<file path="src/fault_map.svh">
`ifndef FAULT_MAP_SVH
`define FAULT_MAP_SVH
// consecutive-cycle trip counts
`define OV_TRIP_CYCLES 2'h3
`define SAT_TRIP_CYCLES 2'h3
`define BULK_TRIP_CYCLES 2'h3
`define CNT_ZERO 2'h0
`define CNT_ONE 2'h1
// thermal trip and hysteresis in degrees C
`define THERMAL_TRIP_DEG 130
`define THERMAL_HYST_DEG 30
// register offsets (byte addresses)
`define REG_CTRL 4'h0
`define REG_STATUS 4'h4
`define REG_CAUSE 4'h8
// ctrl field positions
`define CTRL_EN_BIT 0
`define CTRL_FORCE_BIT 1
`define CTRL_RESET_VAL 2'h1
`endif

</file>
<file path="src/fault_pkg.sv">
package fault_pkg;
  typedef enum logic [2:0] {
    ST_RUN = 3'h0,
    ST_DISCHARGE = 3'h1,
    ST_CHARGE = 3'h2,
    ST_PROBE = 3'h3,
    ST_PROBE_WAIT = 3'h4
  } rec_state_e;
  typedef logic [1:0] cnt_t;
endpackage : fault_pkg

</file>
<file path="src/consec_counter.sv">
`timescale 1ns/1ps
`include "fault_map.svh"
// counts successive switching cycles that show a fault condition
module consec_counter
  import fault_pkg::*;
#(
  parameter cnt_t LIMIT = `OV_TRIP_CYCLES
) (
  input wire logic clk_i,
  input wire logic rst_i,
  input wire logic clear_i,
  input wire logic cycle_end_i,
  input wire logic cond_i,
  output logic trip_o
);
  cnt_t cnt_r;
  // restart wipes history; a clean cycle wipes it too
  always_ff @(posedge clk_i) begin
    if (rst_i || clear_i) begin
      cnt_r <= `CNT_ZERO;
    end else if (cycle_end_i) begin
      if (!cond_i) begin
        cnt_r <= `CNT_ZERO;
      end else if (cnt_r != LIMIT) begin
        cnt_r <= cnt_r + `CNT_ONE;
      end
    end
  end
  assign trip_o = (cnt_r == LIMIT);
  a_cnt_clean: assert property (@(posedge clk_i) disable iff (rst_i)
    cycle_end_i && !cond_i && !clear_i |=> cnt_r == `CNT_ZERO)
    else $error("counter not cleared by clean cycle");
endmodule : consec_counter

</file>
<file path="src/flyback_fault_manager.sv">
`timescale 1ns/1ps
`include "fault_map.svh"
// Contract
// - most faults enter auto-recovery, restart by itself
// - supply overvoltage blocks drive at once
// - output overvoltage three cycles then recovery
// - three saturated pulses stop switching, recovery
// - thermal trip stops switching immediately
// - after thermal trip wait thirty degree hysteresis
// - sample bus indication during primary conduction
// - bus low three cycles then recovery
// - one probe pulse after bulk-open restart
// - probe above recover threshold resumes switching
// - probe not above threshold stops again
// - compensation switch closed only while primary conducts
module flyback_fault_manager
  import fault_pkg::*;
(
  input wire logic clk_i,
  input wire logic rst_i,
  input wire logic pwm_req_i,
  input wire logic supply_ov_i,
  input wire logic fb_ov_i,
  input wire logic sat_i,
  input wire logic hot_i,
  input wire logic cool_i,
  input wire logic bus_low_i,
  input wire logic bus_high_i,
  input wire logic supply_min_i,
  input wire logic supply_start_i,
  input wire logic wb_cyc_i,
  input wire logic wb_stb_i,
  input wire logic wb_we_i,
  input wire logic [3:0] wb_adr_i,
  input wire logic [31:0] wb_dat_i,
  input wire logic [3:0] wb_sel_i,
  output logic [31:0] wb_dat_o,
  output logic wb_ack_o,
  output logic gate_o,
  output logic comp_sw_o,
  output logic [2:0] state_o
);
  // two-stage synchronisers for analog comparator pins
  logic [10:0] s1_r;
  logic [10:0] s2_r;
  always_ff @(posedge clk_i) begin
    if (rst_i) begin
      s1_r <= 11'h000;
      s2_r <= 11'h000;
    end else begin
      s1_r <= {pwm_req_i, supply_ov_i, fb_ov_i, sat_i, hot_i, cool_i,
               bus_low_i, bus_high_i, supply_min_i, supply_start_i,
               1'b0};
      s2_r <= s1_r;
    end
  end
  logic pwm_s, sov_s, fbov_s, sat_s, hot_s, cool_s;
  logic blow_s, bhigh_s, smin_s, sstart_s;
  assign {pwm_s, sov_s, fbov_s, sat_s, hot_s, cool_s,
          blow_s, bhigh_s, smin_s, sstart_s} = s2_r[10:1];

  rec_state_e state_r;
  logic [1:0] ctrl_r;
  logic thermal_r;
  logic bulk_r;
  logic [3:0] cause_r;
  logic gate_r;
  logic pwm_d_r;
  logic bus_low_smp_r;
  logic sat_seen_r;
  logic probe_hi_r;
  logic restart;
  logic cycle_end;
  logic ov_trip, sat_trip, bulk_trip;
  logic any_fault;
  logic drive_ok;
  logic drive_state;

  // a cycle ends when the drive request falls
  assign cycle_end = pwm_d_r && !pwm_s;
  assign restart = (state_r == ST_CHARGE) && sstart_s;
  assign drive_ok = ctrl_r[`CTRL_EN_BIT] && !sov_s && !hot_s;
  // only the run and probe states may pass a drive request through
  assign drive_state = (state_r == ST_RUN) || (state_r == ST_PROBE);

  // previous request level for edge detection
  always_ff @(posedge clk_i) begin
    if (rst_i) begin
      pwm_d_r <= 1'b0;
    end else begin
      pwm_d_r <= pwm_s;
    end
  end

  // bus level and saturation are captured while the switch conducts
  always_ff @(posedge clk_i) begin
    if (rst_i || cycle_end) begin
      bus_low_smp_r <= 1'b0;
      sat_seen_r <= 1'b0;
    end else if (gate_r) begin
      bus_low_smp_r <= bus_low_smp_r | blow_s;
      sat_seen_r <= sat_seen_r | sat_s;
    end
  end

  // probe result must outlive the pulse end: the verdict is taken one
  // cycle after it, so this flag clears on restart, not on cycle end
  always_ff @(posedge clk_i) begin
    if (rst_i || restart) begin
      probe_hi_r <= 1'b0;
    end else if (gate_r && state_r == ST_PROBE) begin
      probe_hi_r <= probe_hi_r | bhigh_s;
    end
  end

  consec_counter #(.LIMIT(`OV_TRIP_CYCLES)) u_ov (
    .clk_i(clk_i), .rst_i(rst_i), .clear_i(restart),
    .cycle_end_i(cycle_end), .cond_i(fbov_s), .trip_o(ov_trip));
  consec_counter #(.LIMIT(`SAT_TRIP_CYCLES)) u_sat (
    .clk_i(clk_i), .rst_i(rst_i), .clear_i(restart),
    .cycle_end_i(cycle_end), .cond_i(sat_seen_r),
    .trip_o(sat_trip));
  consec_counter #(.LIMIT(`BULK_TRIP_CYCLES)) u_bulk (
    .clk_i(clk_i), .rst_i(rst_i), .clear_i(restart),
    .cycle_end_i(cycle_end), .cond_i(bus_low_smp_r),
    .trip_o(bulk_trip));

  assign any_fault = sov_s || hot_s || ov_trip || sat_trip || bulk_trip ||
                     ctrl_r[`CTRL_FORCE_BIT];

  // thermal latch holds until the cool comparator reports hysteresis
  always_ff @(posedge clk_i) begin
    if (rst_i) begin
      thermal_r <= 1'b0;
    end else if (hot_s) begin
      thermal_r <= 1'b1;
    end else if (cool_s) begin
      thermal_r <= 1'b0;
    end
  end

  // recovery sequencer
  always_ff @(posedge clk_i) begin
    if (rst_i) begin
      state_r <= ST_RUN;
      bulk_r <= 1'b0;
    end else begin
      unique case (state_r)
        ST_RUN: begin
          if (any_fault) begin
            state_r <= ST_DISCHARGE;
            bulk_r <= bulk_trip;
          end
        end
        ST_DISCHARGE: begin
          if (smin_s) begin
            state_r <= ST_CHARGE;
          end
        end
        ST_CHARGE: begin
          if (sstart_s && !thermal_r && !sov_s) begin
            state_r <= bulk_r ? ST_PROBE : ST_RUN;
          end
        end
        ST_PROBE: begin
          if (cycle_end) begin
            state_r <= ST_PROBE_WAIT;
          end
        end
        ST_PROBE_WAIT: begin
          if (probe_hi_r) begin
            state_r <= ST_RUN;
            bulk_r <= 1'b0;
          end else begin
            state_r <= ST_DISCHARGE;
          end
        end
      endcase
    end
  end

  // gate drive; overvoltage and heat cut it mid-pulse
  always_ff @(posedge clk_i) begin
    if (rst_i) begin
      gate_r <= 1'b0;
    end else if (!drive_ok || any_fault) begin
      gate_r <= 1'b0;
    end else if (state_r == ST_RUN || state_r == ST_PROBE) begin
      gate_r <= pwm_s;
    end else begin
      gate_r <= 1'b0;
    end
  end
  assign gate_o = gate_r;

  // compensation switch mirrors conduction interval
  always_ff @(posedge clk_i) begin
    if (rst_i) begin
      comp_sw_o <= 1'b0;
    end else begin
      // a fault that cuts the gate must open the switch in the same cycle
      comp_sw_o <= gate_r && pwm_s && drive_ok && !any_fault &&
                   drive_state;
    end
  end

  always_ff @(posedge clk_i) begin
    if (rst_i) begin
      state_o <= 3'h0;
    end else begin
      state_o <= state_r;
    end
  end

  // sticky cause bits; a new fault wins over a software clear
  always_ff @(posedge clk_i) begin
    if (rst_i) begin
      cause_r <= 4'h0;
    end else begin
      cause_r <= ((wb_cyc_i && wb_stb_i && wb_we_i && !wb_ack_o &&
                   wb_adr_i == `REG_CAUSE && wb_sel_i[0]) ?
                  (cause_r & ~wb_dat_i[3:0]) : cause_r) |
                 {bulk_trip, sat_trip, ov_trip, sov_s | hot_s};
    end
  end

  // wishbone classic slave, one wait state, ack for one cycle
  always_ff @(posedge clk_i) begin
    if (rst_i) begin
      wb_ack_o <= 1'b0;
      wb_dat_o <= 32'h0000_0000;
      ctrl_r <= `CTRL_RESET_VAL;
    end else begin
      wb_ack_o <= wb_cyc_i && wb_stb_i && !wb_ack_o;
      if (wb_cyc_i && wb_stb_i && !wb_ack_o) begin
        if (wb_we_i && wb_adr_i == `REG_CTRL && wb_sel_i[0]) begin
          ctrl_r <= wb_dat_i[1:0];
        end
        unique case (wb_adr_i)
          `REG_CTRL: wb_dat_o <= {30'h0, ctrl_r};
          `REG_STATUS: wb_dat_o <= {26'h0, thermal_r, bulk_r, gate_r,
                                    state_r};
          `REG_CAUSE: wb_dat_o <= {28'h0, cause_r};
          default: wb_dat_o <= 32'h0000_0000;
        endcase
      end
    end
  end

  a_ov_blocks_gate: assert property (@(posedge clk_i) disable iff (rst_i)
    sov_s |=> !gate_r)
    else $error("gate high after supply overvoltage");
  a_hot_blocks_gate: assert property (@(posedge clk_i) disable iff (rst_i)
    hot_s |=> !gate_r)
    else $error("gate high after thermal trip");
  a_fault_recovers: assert property (@(posedge clk_i) disable iff (rst_i)
    state_r == ST_RUN && any_fault |=> state_r == ST_DISCHARGE)
    else $error("fault did not enter recovery");
  a_wait_min: assert property (@(posedge clk_i) disable iff (rst_i)
    state_r == ST_DISCHARGE && !smin_s |=> state_r == ST_DISCHARGE)
    else $error("left discharge before minimum supply");
  a_thermal_hold: assert property (@(posedge clk_i) disable iff (rst_i)
    state_r == ST_CHARGE && thermal_r |=> state_r != ST_RUN)
    else $error("restart during thermal hysteresis");
  a_probe_pass: assert property (@(posedge clk_i) disable iff (rst_i)
    state_r == ST_PROBE_WAIT && probe_hi_r |=> state_r == ST_RUN)
    else $error("good probe did not resume");
  a_probe_fail: assert property (@(posedge clk_i) disable iff (rst_i)
    state_r == ST_PROBE_WAIT && !probe_hi_r |=>
    state_r == ST_DISCHARGE)
    else $error("bad probe did not stop");
  a_bulk_probe: assert property (@(posedge clk_i) disable iff (rst_i)
    restart && bulk_r && !thermal_r && !sov_s |=> state_r == ST_PROBE)
    else $error("no probe after bulk fault");
  a_comp_sw: assert property (@(posedge clk_i) disable iff (rst_i)
    comp_sw_o |-> $past(gate_r))
    else $error("compensation switch outside conduction");
  a_ack_pulse: assert property (@(posedge clk_i) disable iff (rst_i)
    wb_ack_o |=> !wb_ack_o)
    else $error("ack longer than one cycle");
  a_comp_in_gate: assert property (@(posedge clk_i) disable iff (rst_i)
    comp_sw_o |-> gate_r)
    else $error("compensation switch closed with gate off");
  a_gate_states: assert property (@(posedge clk_i) disable iff (rst_i)
    gate_r |-> $past(drive_state))
    else $error("gate driven outside run or probe");
  a_probe_single: assert property (@(posedge clk_i) disable iff (rst_i)
    state_r == ST_PROBE && cycle_end |=> state_r == ST_PROBE_WAIT)
    else $error("probe did not end after one pulse");
  c_probe_fail: cover property (@(posedge clk_i) disable iff (rst_i)
    state_r == ST_PROBE_WAIT && !probe_hi_r);
  c_ov_trip: cover property (@(posedge clk_i) disable iff (rst_i) ov_trip);
  c_sat_trip: cover property (@(posedge clk_i) disable iff (rst_i)
    sat_trip);
  c_probe_ok: cover property (@(posedge clk_i) disable iff (rst_i)
    state_r == ST_PROBE_WAIT && probe_hi_r);
  c_thermal: cover property (@(posedge clk_i) disable iff (rst_i)
    thermal_r && state_r == ST_CHARGE);
endmodule : flyback_fault_manager

</file>
<file path="config.mk">
export PLATFORM = sky130hd
export DESIGN_NAME = flyback_fault_manager
export DESIGN_NICKNAME = d
export VERILOG_FILES = /design/src/fault_pkg.sv /design/src/consec_counter.sv /design/src/flyback_fault_manager.sv
export VERILOG_INCLUDE_DIRS = /design/src
export SDC_FILE = /design/constraint.sdc
export NUM_CORES = 1
export LEC_CHECK = 0
export BUFFER_PORTS_ARGS = -buffer_cell sky130_fd_sc_hd__buf_4
export CAP_MARGIN = 20
export CORE_AREA = 3 3 82 84
export DETAILED_ROUTE_END_ITERATION = 8
export DIE_AREA = 0 0 85 87
export HOLD_SLACK_MARGIN = 0.06
export PLACE_DENSITY_LB_ADDON = 0.12
export REMOVE_ABC_BUFFERS = 1
export SETUP_SLACK_MARGIN = 0.2
export SLEW_MARGIN = 25
export SYNTH_ARGS = -nofsm -noshare
export SYNTH_HDL_FRONTEND = slang
export SYNTH_HIERARCHICAL = 1
export SYNTH_SLANG_ARGS = --single-unit
</file>
<file path="constraint.sdc">
create_clock -name clk_i -period 1.6 [get_ports clk_i]
set_input_delay 0.24 -clock clk_i [delete_from_list [all_inputs] [get_ports clk_i]]
set_output_delay 0.24 -clock clk_i [all_outputs]
set_load 0.005 [all_outputs]
</file>
# ---- After elaboration in Yosys (flattened, before gate mapping)
# Cells that the tools add are included.
dict set report totals {
  reg_bits 81
  latchBits 0
  ramBits 0
  rom_bits 0
  inputBits 55
  output_inout_bits 38
  wordCells 117
  mem_count 0
}
dict set report op_classes {
  addsub 3
  n_mul 0
  n_div 0
  magnitude_cmp 0
  eq_ne 20
  n_shift 0
  mux 20
  bitwise 8
  reduce_logical 46
}
# op n
set op_table {}
lappend op_table {{logical AND 1 bit} 19}
lappend op_table {{one-hot mux 6 bit (3 select lines)} 1}
lappend op_table {{one-hot mux 3 bit (5 select lines)} 1}
lappend op_table {{two-way mux 2 bit} 7}
lappend op_table {{!= test 2 bit (second input constant)} 7}
lappend op_table {{two-way mux 3 bit} 4}
lappend op_table {{logical OR 1 bit} 9}
lappend op_table {{!= test 2 x 1 -> 1 bit (second input constant)} 4}
lappend op_table {{AND reduction 2 bit} 4}
lappend op_table {{logical NOT 1 bit} 7}
lappend op_table {{adder 2 x 1 -> 2 bit (second input constant)} 3}
lappend op_table {{equality test 2 bit (second input constant)} 3}
lappend op_table {{equality test 3 x 2 -> 1 bit (second input constant)} 2}
lappend op_table {{two-way mux 1 bit} 5}
lappend op_table {{AND 4 bit} 1}
lappend op_table {{equality test 4 x 3 -> 1 bit (second input constant)} 1}
lappend op_table {{equality test 4 bit (second input constant)} 1}
lappend op_table {{logical NOT 4 bit} 1}
lappend op_table {{two-way mux 4 bit} 1}
lappend op_table {{inverter 4 bit} 1}
lappend op_table {{OR 1 bit} 4}
lappend op_table {{OR 4 bit} 1}
lappend op_table {{AND reduction 4 bit} 1}
lappend op_table {{nonzero test 2 bit} 2}
lappend op_table {{other kinds (7)} 7}

# ---- Longest topological paths before layout
dict set report depth {
  word_depth 8
  mapped_depth 5
  depth_no_buf 4
}

# ---- Hierarchy
# Netlist, hierarchy kept.
# mod n_inst cells_each area_per_inst_um2 seq_area_each_um2
set modules_own_cells {}
lappend modules_own_cells {flyback_fault_manager 1 201 1990.7 940.9}
lappend modules_own_cells {consec_counter 3 11 112.6 40.0}

# ---- Worst setup path after synthesis
# No wires, ideal clock.
dict set report synth_timing {
  path_type {register -> register}
  start {register state_r[1]}
  end {register u_bulk.cnt_r[0]}
  setup_ns 0.127
  arrival_ns 1.380
  required_time_ns 1.473
  slack_ns 0.092
  path_stages_with_launch 6
  path_buffers 1
  period_less_slack_ns 1.508
  cell_sequence {dfxtp_1 -> buf_4 -> or3b_4 -> nor2_1 -> or3b_1 -> o22ai_1}
}
dict set report synth_via {
  elab_chain_len 3
}
# item line
set synth_lines {}
lappend synth_lines {{start: declaration} flyback_fault_manager.sv:62} ;# rec_state_e state_r;
lappend synth_lines {{start signal: assignment} flyback_fault_manager.sv:162} ;# state_r <= bulk_r ? ST_PROBE : ST_RUN;
lappend synth_lines {{equality test 3 x 2 -> 1 bit} flyback_fault_manager.sv:81} ;# assign restart = (state_r == ST_CHARGE) && sstart_s;
lappend synth_lines {{logical AND 1 bit} flyback_fault_manager.sv:81}
lappend synth_lines {{via restart} flyback_fault_manager.sv:72} ;# logic restart;
lappend synth_lines {{logical OR 1 bit} consec_counter.sv:19} ;# if (rst_i || clear_i) begin
lappend synth_lines {{end signal: assignment} consec_counter.sv:20} ;# cnt_r <= `CNT_ZERO;
lappend synth_lines {{end signal: assignment} consec_counter.sv:23} ;# cnt_r <= `CNT_ZERO;
lappend synth_lines {{end signal: assignment} consec_counter.sv:25} ;# cnt_r <= cnt_r + `CNT_ONE;
lappend synth_lines {{end: declaration} consec_counter.sv:16} ;# cnt_t cnt_r;
# The timed path passes the listed nets, and every way through them passes these cells.
# A chain may end at the register's enable or synchronous reset.

# ---- Final worst setup path
dict set report layout_timing {
  start {register state_r[2]}
  end {register u_ov.cnt_r[0]}
}
dict set report layout_via {
  elab_chain_len 3
}
# item line
set layout_lines {}
lappend layout_lines {{equality test 3 x 2 -> 1 bit} flyback_fault_manager.sv:81}
lappend layout_lines {{logical AND 1 bit} flyback_fault_manager.sv:81}
lappend layout_lines {{via restart} flyback_fault_manager.sv:72}
lappend layout_lines {{logical OR 1 bit} consec_counter.sv:19}
lappend layout_lines {{end signal: assignment} consec_counter.sv:20}
lappend layout_lines {{end signal: assignment} consec_counter.sv:23}
lappend layout_lines {{end signal: assignment} consec_counter.sv:25}
lappend layout_lines {{end: declaration} consec_counter.sv:16}
# The timed path passes the listed nets, and every way through them passes these cells.

==> results.sh <==
export IMPL_ir_worst_vdd_mv=0.569
export IMPL_yosys_warnings=6
export IMPL_drc=0
export IMPL_synth_edff_count=0
export IMPL_dp_hpwl_um=3060
export IMPL_wl_um=4380
export IMPL_seqCellArea_mm2=0.00106
export IMPL_syn_inst=234
export IMPL_finClkSkew_ns=0.0118
export IMPL_drv_cap=0
export IMPL_startpoint_type="flip-flop"
export IMPL_cts_sinks=53
export IMPL_nets=334
export IMPL_synth_seq_cells=53
export IMPL_overflow=0
export IMPL_clkTransAtPathRegs_ns=0.09
export IMPL_grt_pass1_vias=1550
export IMPL_hold_class="in2reg"
export IMPL_setup_viol=0
export IMPL_root_buffer="clkbuf_8"
export IMPL_synth_seq_area_share_pct=45.6
export IMPL_drt_iter0_drc=75
export IMPL_seq_power_share_pct=59.2
export IMPL_synth_area_mm2=0.00233
export IMPL_die_w_um=85
export IMPL_initial_core_util_pct=38.9
export IMPL_drive_gt1_share_pct=23.5
export IMPL_setup_ws_ns=0.269
export IMPL_tns_ns=0
export IMPL_cts_made_buffers=5
export IMPL_firstDrtPassIters=4
export IMPL_grt_setup_unrepaired="true"
export IMPL_pre_cts_ws_ns=0.149
export IMPL_p_comb_share_pct=9.0
export IMPL_status="complete, no violations"
export IMPL_r2r_end="u_ov/cnt_r[0]"
export IMPL_cts_tree="yes"
export IMPL_synth_top_area_share_pct=45.6
export IMPL_dieArea_mm2=0.00740
export IMPL_grt_start_max_net_pins=47
export IMPL_wl_met2_um=1990
export IMPL_min_from="supply_ov_i"
export IMPL_p_leak_nw=1.10
export IMPL_dr_max_layer_used="met4"
export IMPL_async_reset_ff_share_pct=0
export IMPL_grt_pass1_wl_um=7250
export IMPL_p_sw_mw=0.551
export IMPL_rows=28
export IMPL_core_area_mm2=0.00599
export IMPL_setup_worst_path_end_class="flip-flop"
export IMPL_postRouteAntennaNets=0
export IMPL_fmax_mhz=751
export IMPL_gp_congestion=0.714
export IMPL_crit_type="reg2reg"
export IMPL_vias=1636
export IMPL_p_int_mw=1.75
export IMPL_p_total_mw=2.30
export IMPL_cp_data_arrival_time_ns=1.51
export IMPL_detail_route_vias_per_cell=4.65
export IMPL_multi_input_area_mm2=0.00112
export IMPL_syn_area_per_cell_um2=9.95
export IMPL_pwr_share_clk_pct=31.8
export IMPL_synth_flop_cell="dfxtp_1"
export IMPL_cts_max_path_buffers=2
export IMPL_timing_final_crit_period_ns=1.33
export IMPL_wl_per_cell_um=12.5
export IMPL_port_buffer_count=35
export IMPL_antenna_found_initial=0
export IMPL_antenna_diode_count=0
export IMPL_slew_viol_final=0
export IMPL_n_fill_cell=615
export IMPL_reg2reg_slack_ns=0.27
export IMPL_worst_hold_slack_ns=0.149
export IMPL_timing_final_crit_share_pct=83.2
export IMPL_synthTopCellsByArea="dfxtp_1, buf_4, nor2b_1, or3b_1, nand3b_1"
export IMPL_cts_max_level=2
export IMPL_syn2layout_area_growth_pct=17.3
export IMPL_hold_violations=0
export IMPL_critPathMaxFanout=8
export IMPL_ff2ff_path_depth=5
export IMPL_r2r_start="state_r[2]"
export IMPL_utilization_pct=45.6
export IMPL_hold_end="s1_r[9]"
export IMPL_yosysTopAreaCell="dfxtp_1"
export IMPL_fp_dieH_um=87
export IMPL_hold_depth=2
export IMPL_worstPathRequired_ns=1.78
export IMPL_met3_length_um=282
export IMPL_p_per_area_mw_per_mm2=843
export IMPL_clk_latency_ns=0.30
export IMPL_p_sw_share_pct=23.9
export IMPL_design_portCount=93
export IMPL_grt_use_total_pct=12.0
export IMPL_synth_distinct_cells=48
export IMPL_wl_met1_um=2100
power by group through the flow:
| stage | registers (mW) | logic (mW) | clock network, mW |
|---|---|---|---|
| finish | 1.36 | 0.207 | 0.733 |
| global placement | 1.40 | 0.202 | 0 |
| floorplan | 1.40 | 0.0914 | 0 |
| CTS | 1.37 | 0.204 | 0.766 |
| detailed placement | 1.40 | 0.203 | 0 |
| global route | 1.37 | 0.234 | 0.821 |
through the flow:
| step | cells | area [um2] |
|---|---|---|
| finish | 352 | 2730 |
| global route | 352 | 2730 |
| CTS | 351 | 2690 |
| detailed placement | 343 | 2600 |
| global placement | 343 | 2600 |
| floorplan | 223 | 2170 |
state kept, by name, summed over array words and instances (netlist names), 2 cells and up:
name / count
s1_r: 10
state_o: 3
cause_r: 4
wb_dat_o: 6
u_sat/cnt_r: 2
state_r: 3
ctrl_r: 2
u_bulk/cnt_r: 2
u_ov/cnt_r: 2
s2_r: 10
critical path, stage by stage, from the launching register on:
cell and delay, ns:
dfxtp_4 0.38, or3b_4 0.41, nor2_4 0.13, buf_6 0.13
or3b_1 0.10, o22ai_1 0.07
cell type report:
type / count / area share [%]
multi-input cells: 166 / 41.0
clock buffers: 5 / 2.52
flip-flops and latches: 53 / 39.0
well taps: 75 / 3.44
repair buffers: 46 / 12.9
clock inverters: 3 / 0.641
inverters: 4 / 0.550
worst max path at each step:
stage / from / endpoint / slack (ns) / cells past startpoint
2_1_floorplan: state_r[1] / u_bulk/cnt_r[0] / 0.07 / 4
3_3_place_gp: state_r[2] / u_sat/cnt_r[1] / 0.15 / 5
3_5_place_dp: state_r[2] / u_ov/cnt_r[1] / 0.15 / 5
4_1_cts: state_r[2] / u_ov/cnt_r[1] / 0.23 / 5
5_1_grt: state_r[2] / u_sat/cnt_r[0] / 0.20 / 5
6_report: state_r[2] / u_ov/cnt_r[0] / 0.27 / 5
repair_timing:
item                                   CTS  global route
setup endpoints to repair                7            11
hold buffers                             0             0
gates resized for setup                  2             9
endpoints found under the hold margin    0             0
setup buffers                            0             0
cloned                                   0             1
synthesized netlist by cell type (2+ instances only):
| library cell | number |
|---|---|
| or3_1 | 3 |
| nor2_1 | 15 |
| nand2b_1 | 4 |
| nand3b_1 | 9 |
| nor3_1 | 7 |
| mux2i_1 | 4 |
| buf_4 | 27 |
| nor4_2 | 2 |
| a32o_1 | 2 |
| a21o_1 | 2 |
| nor2b_1 | 32 |
| a22o_1 | 2 |
| o22ai_1 | 6 |
| a21boi_0 | 3 |
| clkbuf_1 | 2 |
| nand3_1 | 2 |
| buf_6 | 2 |
| a21oi_1 | 6 |
| ha_1 | 3 |
| dfxtp_1 | 53 |
| or3b_1 | 9 |
| inv_1 | 4 |
| buf_2 | 2 |
| o2bb2ai_1 | 2 |
| a311oi_1 | 3 |
| nand2_1 | 4 |
| a2111o_1 | 2 |
| buf_1 | 2 |
logic make-up after synthesis:
kind of cell,share of synthesized area (%)
muxes,1.72
and+or+nand+nor,26.6
AOI/OAI and AO/OA,12.4
xor gates and xnor gates,0.376
buffers and inverters,11.6
adders and majority gates,1.61
DFF,45.6
other,0.161
metal layers:
metal  GRT usage (%)  vias up
met2            19.4       49
li1                -      854
met1            15.9      731
met5               0        -
met4            3.17        0
met3            3.31        2
cells in the final DEF (no fill, tap or decap), types with 4 or more instances in the layout:
cell / instances
dfxtp_1: 52
a21oi_1: 6
nor3_1: 6
nand3b_1: 9
mux2i_1: 4
conb_1: 26
inv_1: 4
nor2_1: 14
buf_4: 44
nor2b_1: 32
clkbuf_8: 5
nand2b_1: 4
or3b_1: 9
o22ai_1: 6
nand2_1: 4
Power figures use the tool's default switching activity.
